--- src/hw/segment_ext_defines.svh ---
// Offsets, field positions and reset values of the segment address extension unit
`ifndef SEGMENT_EXT_DEFINES_SVH
`define SEGMENT_EXT_DEFINES_SVH

`define SEG_REG_PAGE        8'h15
`define SEG_PAGE_BASE       8'hF0
`define SEG_PAGE_REMAP_BASE 8'hE0
`define SEG_CODE_SEG_OFF    8'hF4
`define SEG_EXT_MODE_OFF    8'hF6
`define SEG_INT_SEG_OFF     8'hF8
`define SEG_DMA_SEG_OFF     8'hF9

`define SEG_REMAP_BIT       5
`define SEG_SAVE_EN_BIT     6

`define SEG_CODE_SEG_RST    6'h00
`define SEG_INT_SEG_RST     6'h00
`define SEG_DMA_SEG_RST     6'h00
`define SEG_PAGE_RST        8'h00
`define SEG_REMAP_RST       1'b0
`define SEG_SAVE_EN_RST     1'b0

`endif

--- src/hw/segment_ext_pkg.sv ---
// Types shared by the segment address extension unit
package segment_ext_pkg;
    typedef logic [5:0]  seg_t;
    typedef logic [7:0]  page_t;
    typedef logic [21:0] paddr_t;
    typedef enum logic [1:0] {
        ACC_DATA,
        ACC_FETCH,
        ACC_DMA
    } acc_kind_e;
endpackage

--- src/hw/seg_bus_if.sv ---
// Carrier between the segment register file and the physical address former
`timescale 1ns/1ps
interface seg_bus_if;
    import segment_ext_pkg::*;
    seg_t       code_seg;
    seg_t       int_seg;
    seg_t       dma_seg;
    page_t      pages [4];
    logic       req;
    acc_kind_e  kind;
    logic [15:0] vaddr;
    logic       dma_sel;
    logic       use_int_seg;
    paddr_t     paddr;
    logic       paddr_valid;

    modport src (output code_seg, int_seg, dma_seg, pages, req, kind, vaddr, dma_sel, use_int_seg,
                 input paddr, paddr_valid);
    modport mux (input code_seg, int_seg, dma_seg, pages, req, kind, vaddr, dma_sel, use_int_seg,
                 output paddr, paddr_valid);
endinterface

--- src/hw/segment_address_extension_unit.sv ---
// Segment and page registers with code segment save/restore control
// Function
// RULE1 - Vector and service code fetch use interrupt segment as upper address bits.
// RULE2 - Interrupt segment register readable, writable; upper two bits reserved, kept zero.
// RULE3 - DMA segment register readable, writable; six low bits only, upper reserved.
// RULE4 - DMA with segment-select set uses DMA segment register for upper bits.
// RULE5 - DMA with segment-select clear uses interrupt segment register instead.
// RULE6 - Far jump, call, return load code segment directly or from stack.
// RULE7 - Software writes code segment only in service routine with save disabled.
// RULE8 - Remap flag swaps page register locations with port 0-3 data registers.
// RULE9 - Save disabled: service routine fetches from interrupt segment, no segment push.
// RULE10 - Save disabled: far calls in service still update unused code segment.
// RULE11 - Save enabled: push old code segment, then load it from interrupt segment.
// RULE12 - Save enabled: interrupt return restores code segment from stack.
// RULE13 - Data page translation identical in service routines and main code.
// RULE14 - Data access: top two address bits pick page register, join fourteen bits.
// RULE15 - Fetch address is code segment above the sixteen-bit virtual address.
// RULE16 - Address multiplexer selects upper bits by data, fetch or DMA access.
`timescale 1ns/1ps
`include "segment_ext_defines.svh"
module segment_address_extension_unit (
    // Clock and reset
    input  wire logic                        clk_in,
    input  wire logic                        rst_b_in,
    // Register file access
    input  wire logic                        reg_wr_in,
    input  wire logic                        reg_rd_in,
    input  wire segment_ext_pkg::page_t      reg_page_in,
    input  wire logic [7:0]                  reg_addr_in,
    input  wire logic [7:0]                  reg_wdata_in,
    output logic [7:0]                       reg_rdata_out,
    output logic                             reg_hit_out,
    output logic                             port_data_sel_out,
    // Memory access request
    input  wire logic                        acc_valid_in,
    input  wire segment_ext_pkg::acc_kind_e  acc_kind_in,
    input  wire logic [15:0]                 vaddr_in,
    input  wire logic                        vector_fetch_in,
    input  wire logic                        in_service_in,
    input  wire logic                        dma_segment_select_in,
    output segment_ext_pkg::paddr_t          paddr_out,
    output logic                             paddr_valid_out,
    // Code segment events
    input  wire logic                        far_load_in,
    input  wire segment_ext_pkg::seg_t       far_seg_in,
    input  wire logic                        far_ret_in,
    input  wire logic                        irq_entry_in,
    input  wire logic                        iret_in,
    input  wire segment_ext_pkg::seg_t       stack_seg_in,
    output logic                             push_seg_valid_out,
    output segment_ext_pkg::seg_t            push_seg_out,
    output logic                             segment_save_enable_out,
    output logic                             page_reg_remap_out
);
    import segment_ext_pkg::*;

    seg_t   code_segment_reg_q;
    seg_t   interrupt_segment_reg_q;
    seg_t   dma_segment_reg_q;
    page_t  data_page_regs_q [4];
    logic   save_en_q;
    logic   remap_q;
    logic   in_page;
    logic   page_hit;
    logic [1:0] page_idx;
    logic   hit_code;
    logic   hit_mode;
    logic   hit_int;
    logic   hit_dma;
    logic [7:0] rdata_d;

    seg_bus_if bus ();

    assign in_page  = (reg_page_in == `SEG_REG_PAGE);
    assign page_idx = reg_addr_in[1:0];
    assign hit_code = in_page && (reg_addr_in == `SEG_CODE_SEG_OFF);
    assign hit_mode = in_page && (reg_addr_in == `SEG_EXT_MODE_OFF);
    assign hit_int  = in_page && (reg_addr_in == `SEG_INT_SEG_OFF);
    assign hit_dma  = in_page && (reg_addr_in == `SEG_DMA_SEG_OFF);

    // Page regs sit in group E for any page once remapped; ports take their page 21 slots
    always_comb begin
        if (remap_q) begin
            page_hit          = (reg_addr_in[7:2] == 6'(`SEG_PAGE_REMAP_BASE >> 2)); // RULE8
            port_data_sel_out = in_page && (reg_addr_in[7:2] == 6'(`SEG_PAGE_BASE >> 2)); // RULE8
        end else begin
            page_hit          = in_page && (reg_addr_in[7:2] == 6'(`SEG_PAGE_BASE >> 2));
            port_data_sel_out = (reg_addr_in[7:2] == 6'(`SEG_PAGE_REMAP_BASE >> 2));
        end
    end

    assign reg_hit_out = page_hit || hit_code || hit_mode || hit_int || hit_dma;

    always_ff @(posedge clk_in or negedge rst_b_in) begin
        if (!rst_b_in) begin
            interrupt_segment_reg_q <= `SEG_INT_SEG_RST;
            dma_segment_reg_q       <= `SEG_DMA_SEG_RST;
        end else if (reg_wr_in) begin
            // Reserved upper bits are dropped so they always read back zero
            if (hit_int) begin
                interrupt_segment_reg_q <= reg_wdata_in[5:0]; // RULE2
            end
            if (hit_dma) begin
                dma_segment_reg_q <= reg_wdata_in[5:0]; // RULE3
            end
        end
    end

    always_ff @(posedge clk_in or negedge rst_b_in) begin
        if (!rst_b_in) begin
            save_en_q <= `SEG_SAVE_EN_RST;
            remap_q   <= `SEG_REMAP_RST;
        end else if (reg_wr_in && hit_mode) begin
            save_en_q <= reg_wdata_in[`SEG_SAVE_EN_BIT];
            remap_q   <= reg_wdata_in[`SEG_REMAP_BIT]; // RULE8
        end
    end

    always_ff @(posedge clk_in or negedge rst_b_in) begin
        if (!rst_b_in) begin
            for (int i = 0; i < 4; i++) begin
                data_page_regs_q[i] <= `SEG_PAGE_RST;
            end
        end else if (reg_wr_in && page_hit) begin
            data_page_regs_q[page_idx] <= reg_wdata_in;
        end
    end

    // Hardware events win over a software write in the same cycle
    always_ff @(posedge clk_in or negedge rst_b_in) begin
        if (!rst_b_in) begin
            code_segment_reg_q <= `SEG_CODE_SEG_RST;
        end else if (irq_entry_in && save_en_q) begin
            code_segment_reg_q <= interrupt_segment_reg_q; // RULE11
        end else if (iret_in && save_en_q) begin
            code_segment_reg_q <= stack_seg_in; // RULE12
        end else if (far_ret_in) begin
            code_segment_reg_q <= stack_seg_in; // RULE6
        end else if (far_load_in) begin
            code_segment_reg_q <= far_seg_in; // RULE6 RULE10
        end else if (reg_wr_in && hit_code) begin
            // Unsynchronised with fetch; safe only while the register is not in use
            code_segment_reg_q <= reg_wdata_in[5:0]; // RULE7
        end
    end

    always_ff @(posedge clk_in or negedge rst_b_in) begin
        if (!rst_b_in) begin
            push_seg_valid_out <= 1'b0;
            push_seg_out       <= '0;
        end else begin
            push_seg_valid_out <= irq_entry_in && save_en_q; // RULE11 RULE9
            if (irq_entry_in) begin
                push_seg_out <= code_segment_reg_q; // RULE11
            end
        end
    end

    always_comb begin
        rdata_d = 8'h00;
        if (page_hit) begin
            rdata_d = data_page_regs_q[page_idx];
        end else if (hit_code) begin
            rdata_d = {2'h0, code_segment_reg_q};
        end else if (hit_mode) begin
            rdata_d[`SEG_SAVE_EN_BIT] = save_en_q;
            rdata_d[`SEG_REMAP_BIT]   = remap_q;
        end else if (hit_int) begin
            rdata_d = {2'h0, interrupt_segment_reg_q}; // RULE2
        end else if (hit_dma) begin
            rdata_d = {2'h0, dma_segment_reg_q}; // RULE3
        end
    end

    always_ff @(posedge clk_in or negedge rst_b_in) begin
        if (!rst_b_in) begin
            reg_rdata_out <= 8'h00;
        end else if (reg_rd_in) begin
            reg_rdata_out <= rdata_d;
        end
    end

    assign bus.code_seg    = code_segment_reg_q;
    assign bus.int_seg     = interrupt_segment_reg_q;
    assign bus.dma_seg     = dma_segment_reg_q;
    assign bus.pages       = data_page_regs_q;
    assign bus.req         = acc_valid_in;
    assign bus.kind        = acc_kind_in;
    assign bus.vaddr       = vaddr_in;
    assign bus.dma_sel     = dma_segment_select_in;
    assign bus.use_int_seg = vector_fetch_in || (in_service_in && !save_en_q); // RULE1 RULE9 RULE11

    paddr_former u_former (
        .clk_in   (clk_in),
        .rst_b_in (rst_b_in),
        .bus      (bus)
    );

    assign paddr_out               = bus.paddr;
    assign paddr_valid_out         = bus.paddr_valid;
    assign segment_save_enable_out = save_en_q;
    assign page_reg_remap_out      = remap_q;

    page_t        page_sel;
    logic [13:0]  va_low;
    assign page_sel = data_page_regs_q[vaddr_in[15:14]];
    assign va_low  = vaddr_in[13:0];

    AST_FETCH_CODE: assert property (@(posedge clk_in) disable iff (!rst_b_in) // RULE15
        acc_valid_in && acc_kind_in == ACC_FETCH && !vector_fetch_in && !in_service_in
        |=> paddr_valid_out && paddr_out == {$past(code_segment_reg_q), $past(vaddr_in)})
        else $error("fetch did not use code segment");
    AST_VECTOR_INT: assert property (@(posedge clk_in) disable iff (!rst_b_in) // RULE1
        acc_valid_in && acc_kind_in == ACC_FETCH && vector_fetch_in
        |=> paddr_out[21:16] == $past(interrupt_segment_reg_q))
        else $error("vector fetch did not use interrupt segment");
    AST_SERVICE_NOSAVE: assert property (@(posedge clk_in) disable iff (!rst_b_in) // RULE9
        acc_valid_in && acc_kind_in == ACC_FETCH && in_service_in && !save_en_q
        |=> paddr_out[21:16] == $past(interrupt_segment_reg_q))
        else $error("service fetch without save did not use interrupt segment");
    AST_DMA_SEG: assert property (@(posedge clk_in) disable iff (!rst_b_in) // RULE4
        acc_valid_in && acc_kind_in == ACC_DMA && dma_segment_select_in
        |=> paddr_out == {$past(dma_segment_reg_q), $past(vaddr_in)})
        else $error("dma did not use dma segment");
    AST_DMA_INT: assert property (@(posedge clk_in) disable iff (!rst_b_in) // RULE5
        acc_valid_in && acc_kind_in == ACC_DMA && !dma_segment_select_in
        |=> paddr_out[21:16] == $past(interrupt_segment_reg_q))
        else $error("dma did not fall back to interrupt segment");
    AST_DATA_PAGE: assert property (@(posedge clk_in) disable iff (!rst_b_in) // RULE14
        acc_valid_in && acc_kind_in == ACC_DATA
        |=> paddr_out == {$past(page_sel), $past(va_low)})
        else $error("data page translation wrong");
    AST_IRQ_SAVE: assert property (@(posedge clk_in) disable iff (!rst_b_in) // RULE11
        irq_entry_in && save_en_q
        |=> push_seg_valid_out && push_seg_out == $past(code_segment_reg_q)
            && code_segment_reg_q == $past(interrupt_segment_reg_q))
        else $error("interrupt entry did not save and load code segment");
    AST_IRQ_NOSAVE: assert property (@(posedge clk_in) disable iff (!rst_b_in) // RULE9
        irq_entry_in && !save_en_q && !far_load_in && !far_ret_in && !(reg_wr_in && hit_code)
        |=> !push_seg_valid_out && $stable(code_segment_reg_q))
        else $error("interrupt entry without save touched code segment");
    AST_IRET_RESTORE: assert property (@(posedge clk_in) disable iff (!rst_b_in) // RULE12
        iret_in && save_en_q && !irq_entry_in |=> code_segment_reg_q == $past(stack_seg_in))
        else $error("interrupt return did not restore code segment");
    AST_FAR_LOAD: assert property (@(posedge clk_in) disable iff (!rst_b_in) // RULE6
        far_load_in && !far_ret_in && !irq_entry_in && !iret_in |=> code_segment_reg_q == $past(far_seg_in))
        else $error("far transfer did not load code segment");
    AST_INT_SEG_READ: assert property (@(posedge clk_in) disable iff (!rst_b_in) // RULE2
        reg_rd_in && hit_int |=> reg_rdata_out == {2'h0, $past(interrupt_segment_reg_q)})
        else $error("interrupt segment readback wrong");
endmodule // segment_address_extension_unit

--- src/hw/paddr_former.sv ---
// Physical address multiplexer: picks the upper address source by access type
`timescale 1ns/1ps
`include "segment_ext_defines.svh"
module paddr_former (
    // Clock and reset
    input  wire logic clk_in,
    input  wire logic rst_b_in,
    // Segment state and request
    seg_bus_if.mux    bus
);
    import segment_ext_pkg::*;

    paddr_t paddr_d;

    always_comb begin
        paddr_d = '0;
        case (bus.kind)
            ACC_DATA: begin
                // Page regs are used the same way inside and outside service routines
                paddr_d = {bus.pages[bus.vaddr[15:14]], bus.vaddr[13:0]}; // RULE14 RULE13 RULE16
            end
            ACC_FETCH: begin
                if (bus.use_int_seg) begin
                    paddr_d = {bus.int_seg, bus.vaddr}; // RULE1 RULE9 RULE16
                end else begin
                    paddr_d = {bus.code_seg, bus.vaddr}; // RULE15 RULE16
                end
            end
            ACC_DMA: begin
                if (bus.dma_sel) begin
                    paddr_d = {bus.dma_seg, bus.vaddr}; // RULE4 RULE16
                end else begin
                    paddr_d = {bus.int_seg, bus.vaddr}; // RULE5 RULE16
                end
            end
            default: begin
                paddr_d = '0;
            end
        endcase
    end

    always_ff @(posedge clk_in or negedge rst_b_in) begin
        if (!rst_b_in) begin
            bus.paddr       <= '0;
            bus.paddr_valid <= 1'b0;
        end else begin
            bus.paddr_valid <= bus.req;
            if (bus.req) begin
                bus.paddr <= paddr_d;
            end
        end
    end
endmodule // paddr_former

--- config.mk ---
export PLATFORM = sky130hd
export DESIGN_NAME = segment_address_extension_unit
export DESIGN_NICKNAME = d
export VERILOG_FILES = /design/src/hw/segment_ext_pkg.sv /design/src/hw/seg_bus_if.sv /design/src/hw/segment_address_extension_unit.sv /design/src/hw/paddr_former.sv
export VERILOG_INCLUDE_DIRS = /design/src /design/src/hw
export SDC_FILE = /design/constraint.sdc
export NUM_CORES = 1
export LEC_CHECK = 0
export ABC_AREA = 1
export BUFFER_PORTS_ARGS = -buffer_cell sky130_fd_sc_hd__buf_2
export CAP_MARGIN = 20
export CORE_MARGIN = 10
export CORE_UTILIZATION = 45
export CTS_CLUSTER_DIAMETER = 80
export DETAILED_ROUTE_END_ITERATION = 8
export GPL_ROUTABILITY_DRIVEN = 0
export GPL_TIMING_DRIVEN = 0
export PLACE_DENSITY = 0.68
export SYNTH_ARGS = -nofsm -noshare
export SYNTH_HDL_FRONTEND = slang
export SYNTH_SLANG_ARGS = --single-unit
--- constraint.sdc ---
create_clock -name clk_in -period 1.7 [get_ports clk_in]
set_input_delay 0.255 -clock clk_in [delete_from_list [all_inputs] [get_ports clk_in]]
set_output_delay 0.255 -clock clk_in [all_outputs]
set_load 0.05 [all_outputs]
# After elaboration in Yosys (flattened, before gate mapping)
# Cells that the tools add are included.
[totals]
regBits = 90
elab_cells = 76
[op_classes]
n_lt_le_gt_ge = 3
n_eq_ne = 9
n_mux = 26
bitwise = 2
n_reduce_logical = 22
[ops]
columns = ["operator", "count"]
rows = [
  ["$pmux W22 S3", 1],
  ["$mux W8", 8],
  ["$mux W22", 2],
  ["$mux W6", 6],
  ["$bmux W8 S2", 2],
  ["$bwmux W32", 1],
  ["$eq A8 B8 Y1 const B", 4],
  ["$demux W8 S2", 1],
  ["$eq A6 B6 Y1 const B", 2],
  ["$logic_and A1 B1 Y1", 12],
  ["$eq A8 B5 Y1 const B", 1],
  ["$ge A3 B3 Y1 const B", 2],
  ["$not A2 Y3", 2],
  ["$logic_or A1 B1 Y1", 5],
  ["$mux W5", 1],
  ["$reduce_bool A5 Y1", 1],
  ["$reduce_and A2 Y1", 2],
  ["$lt A3 B1 Y1 const B", 1],
  ["$mux W1", 3],
  ["$eq A2 B1 Y1 const B", 1],
  ["$eq A2 B2 Y1 const B", 1],
  ["$logic_not A2 Y1", 1],
  ["$mux W2", 1],
  ["$logic_not A1 Y1", 1],
]

# Depth between registers and ports, before layout
[depth]
word_depth = 8
ltp_mapped = 11
mapped_depth_nobuf = 10

# Hierarchy
# Synthesis repeated with hierarchy kept, for this count alone.
[unflattened]
hier_cells = 706
area_unflattened_um2 = 5102.4
[modules_own_cells]
columns = ["mod", "instances", "cells_per_inst", "area_per_inst_um2", "seq_area_each_um2"]
rows = [
  ["segment_address_extension_unit", 1, 431, 3460.8, 1676.6],
  ["paddr_former", 1, 275, 1641.6, 575.6],
]

# Worst setup path after synthesis
# No wires, ideal clock.
[synth_path]
path_type = "register -> output"
startpoint = "reg remap_q, in the netlist page_reg_remap_out"
endpoint = "out reg_hit_out"
arrival_time_ns = 1.540
t_required_ns = 1.445
path_slack_ns = -0.095
path_stages_with_launch = 6
n_path_buf = 0
path_cell_list = "dfrtp_1 inv_1 nand3_2 nand2_4 nor3_1 nand3b_1"
[synth_between]
elab_chain_cells = 5
[synth_lines]
columns = ["item", "line_no", "text"]
rows = [
  ["start: declaration", "segment_address_extension_unit.sv:62", "logic remap_q;"],
  ["start signal: assignment", "segment_address_extension_unit.sv:112", "remap_q <= `SEG_REMAP_RST;"],
  ["start signal: assignment", "segment_address_extension_unit.sv:115", "remap_q <= reg_wdata_in[`SEG_REMAP_BIT];"],
  ["$mux W1", "segment_address_extension_unit.sv:83", "if (remap_q) begin"],
  ["$logic_or A1 B1 Y1 (4 in series)", "segment_address_extension_unit.sv:92", "assign reg_hit_out = page_hit || hit_code || hit_mode || hit_int || hit_dma;"],
  ["end: declaration", "segment_address_extension_unit.sv:32", "output logic reg_hit_out,"],
]
# No other way between the ends.

# Worst setup path after layout
# Same ends and word-level chain as after synthesis.

==> impl_metrics.yaml <==
run_status:
  status: "completed"
detailed_routing:
  routedWlPerCell_um: 16.5
  postRouteAntennaNets: 0
  via_per_inst: 5.24
  drt_iter0_drc: 457
  first_pass_iters: 5
  num_vias: 4642
  wirelength_mm: 14.6
  drc: 0
place:
  dp_cells: 867
  port_buffers: 104
  hpwl_mm: 11.4
synth:
  synth-simple-area-share_pct: 23.1
  synth_top_family_by_area: "simple AND/OR/NAND/NOR gates"
  yosysTopAreaCellShare_pct: 47.6
  synth_mux_area_share_pct: 0.238
  avgSynthCellArea_um2: 7.55
  synth_fp_nets: 692
  synth-async-reset-ratio_pct: 100
  synth_area_leader_cell: "dfrtp_1"
  synth_area_leaders: "dfrtp_1 48%, nand2_1 12%, o21ai_0 12%"
  ys.flop_type: "dfrtp_1"
  ys_types: 31
  synth-compound-area-share_pct: 19.6
  ys_seq_elements: 90
  ys.warnings.count: 0
  syn-cell-area_um2: 4730
  postSynthCellCount: 626
  ys_seq_area_share_pct: 47.6
  synth_xor_area_share_pct: 0
  synth-edff-count: 0
  synth_adder_area_share_pct: 0
critical_path:
  endpoint: "reg_hit_out"
  cp_max_fo: 3
  worstSetupStartpoint: "page_reg_remap_out"
  path_depth: 6
  slowest_delay_ps: 430
  endpoint_kind: "output port"
  crit_path_top_delay_cell: "dfrtp_2"
  rrSetupSlack_ps: 130
  critical_path_class: "reg -> out"
  crit_path_cell_trace: "inv_2 -> nand3_2 -> nand2_4 -> nor3_2 -> nand3b_1 -> buf_6"
  critPathBufInv: 2
  r2r_cells: 9
  start_kind: "register"
  arrival_ps: 1390
  r2r_start: "segment_save_enable_out"
  crit_required_ps: 1440
  crit_family: "flip-flops"
  reg2reg_to: "bus.code_seg[0]"
global_routing:
  met3_usage_pct: 4.36
  grt_pass1_vias: 4604
  grt_util_all_layers_pct: 19.6
  antenna_found_initial: 0
  grt_pass1_wl_mm: 23.7
  grt_max_degree: 53
  busiest_layer: "met2"
  grt_use_met2_pct: 30.1
  met1_usage_pct: 27.4
  overflow: 0
floorplan:
  io-pin-count: 108
  num_rows: 37
  start_util_pct: 46.0
  dieArea_um2: 15000
  fp.dieH_um: 122
  core-area_um2: 10300
  fp.dieW_um: 122
clock_network:
  clockBufferDepth: 2
  clk_pin_slew_ps: 90
  htreeDepth: 3
  cts_buffers: 9
  clock-sinks: 90
  tritoncts: "yes"
  clkLatencyLatePin_ps: 360
  root_buffer: "clkbuf_8"
timing:
  setup-tns-final_ps: 0
  layout_min_cycle_time_ps: 1640
  relSlewSlack_pct: 57.5
  max_freq_ghz: 0.609
  fin_worst_skew_ps: 11.0
  hold_violations: 0
  finalMaxSlewViolations: 0
  fin_crit_sh_pct: 96.6
  setup_viol: 0
  worst_hold_slack_ps: 17.6
  worstMarginPinSlew_ps: 635
cells_and_area:
  layout_commonest_cell: "nand2_1"
  diodes: 0
  area_growth_pct: 22.4
  fin_nets: 812
  finalNonFillerCells: 886
  layout_common_cells: "151 x nand2_1, 114 x o21ai_0, 104 x buf_2"
  drive_gt1_share_pct: 21.9
power_and_ir_drop:
  power_density_nw_per_um2: 845
  ir_drop_mv: 0.380
  p_leak_nw: 3.01
flow_run:
  max-cap-violations: 0
hold_path:
  worstHoldStart: "acc_valid_in"
  hold_class: "in -> reg"
==> power breakdown <==
group	internal [mW]	leakage (nW)	switching [mW]
Sequential	2.23	1.07	0.0446
Clock	1.01	0.118	0.772
Combinational	0.216	1.82	0.627
Total	3.45	3.01	1.44
==> synthesized netlist by cell type (4+ instances only) <==
cell type / n
inv_1: 83
nand3_1: 41
a21oi_1: 33
o21ai_1: 13
dfrtp_1: 90
o211ai_1: 6
o22ai_1: 6
nor2_2: 5
nand2_1: 154
clkbuf_1: 14
o21ai_0: 114
buf_2: 4
nor2_1: 32
==> layout make-up <==
type | instances | area [um^2]
Multi-Input combinational cell | 426 | 2080
Clock buffer | 10 | 138
Timing Repair Buffer | 110 | 603
Sequential cell | 90 | 2250
Tap cell | 136 | 170
Fill cell | 1000 | 4490
Buffer | 22 | 116
Inverter | 87 | 327
Clock inverter | 5 | 103
==> how the worst min path moves through the flow <==
stage,to,slack (ps),cells past startpoint
floorplan,bus.code_seg[0],-40,0
finish,u_former.bus.paddr_valid,20,1
global route,u_former.bus.paddr_valid,30,1
global placement,u_former.bus.paddr_valid,400,1
detailed placement,u_former.bus.paddr[19],270,1
CTS,u_former.bus.paddr_valid,20,1
==> cell families (layout without fill, tap and decap cells) <==
kind of cell / count (synthesis) / in the layout
AND/OR/NAND/NOR: 247 / 247
AO/OA/AOI/OAI: 178 / 178
buffers and inverters: 110 / 234
flip-flops: 90 / 90
multiplexers: 1 / 1
==> sequential cells by signal, summed over array words and instances (netlist names), 6 cells and up <==
name and count:
reg_rdata_out 8, bus.pages 32, push_seg_out 6, bus.dma_seg 6
u_former.bus.paddr 22, bus.int_seg 6, bus.code_seg 6
==> per-stage QoR <==
| stage | util, % | power, mW | worst slack (ps) | area, um^2 |
|---|---|---|---|---|
| after floorplan | - | 2.82 | 64.1 | 4730 |
| after global placement | 52.7 | 3.13 | -617 | 5420 |
| after detailed placement | 53.0 | 3.15 | -162 | 5450 |
| after CTS | 55.8 | 4.90 | 6.03 | 5740 |
| after global routing | 56.3 | 5.08 | -0.0185 | 5790 |
| final | 56.3 | 4.89 | 57.7 | 5790 |
==> repair_timing <==
action | 4_1_cts | 5_1_grt
hold endpoints to repair | 38 | 0
pin swaps | 2 | 3
setup buffers | 2 | 2
setup endpoints to repair | 2 | 12
hold buffers | 1 | 0
resized for setup | 7 | 12
==> metal layers <==
layer  vias up  part of all wire, %
met5         -                    0
met4         0                  1.5
met3        19                  9.6
met2       193                   43
met1      2151                   45
li1       2279                    -
Note: power is estimated with default switching activity, not from simulation.
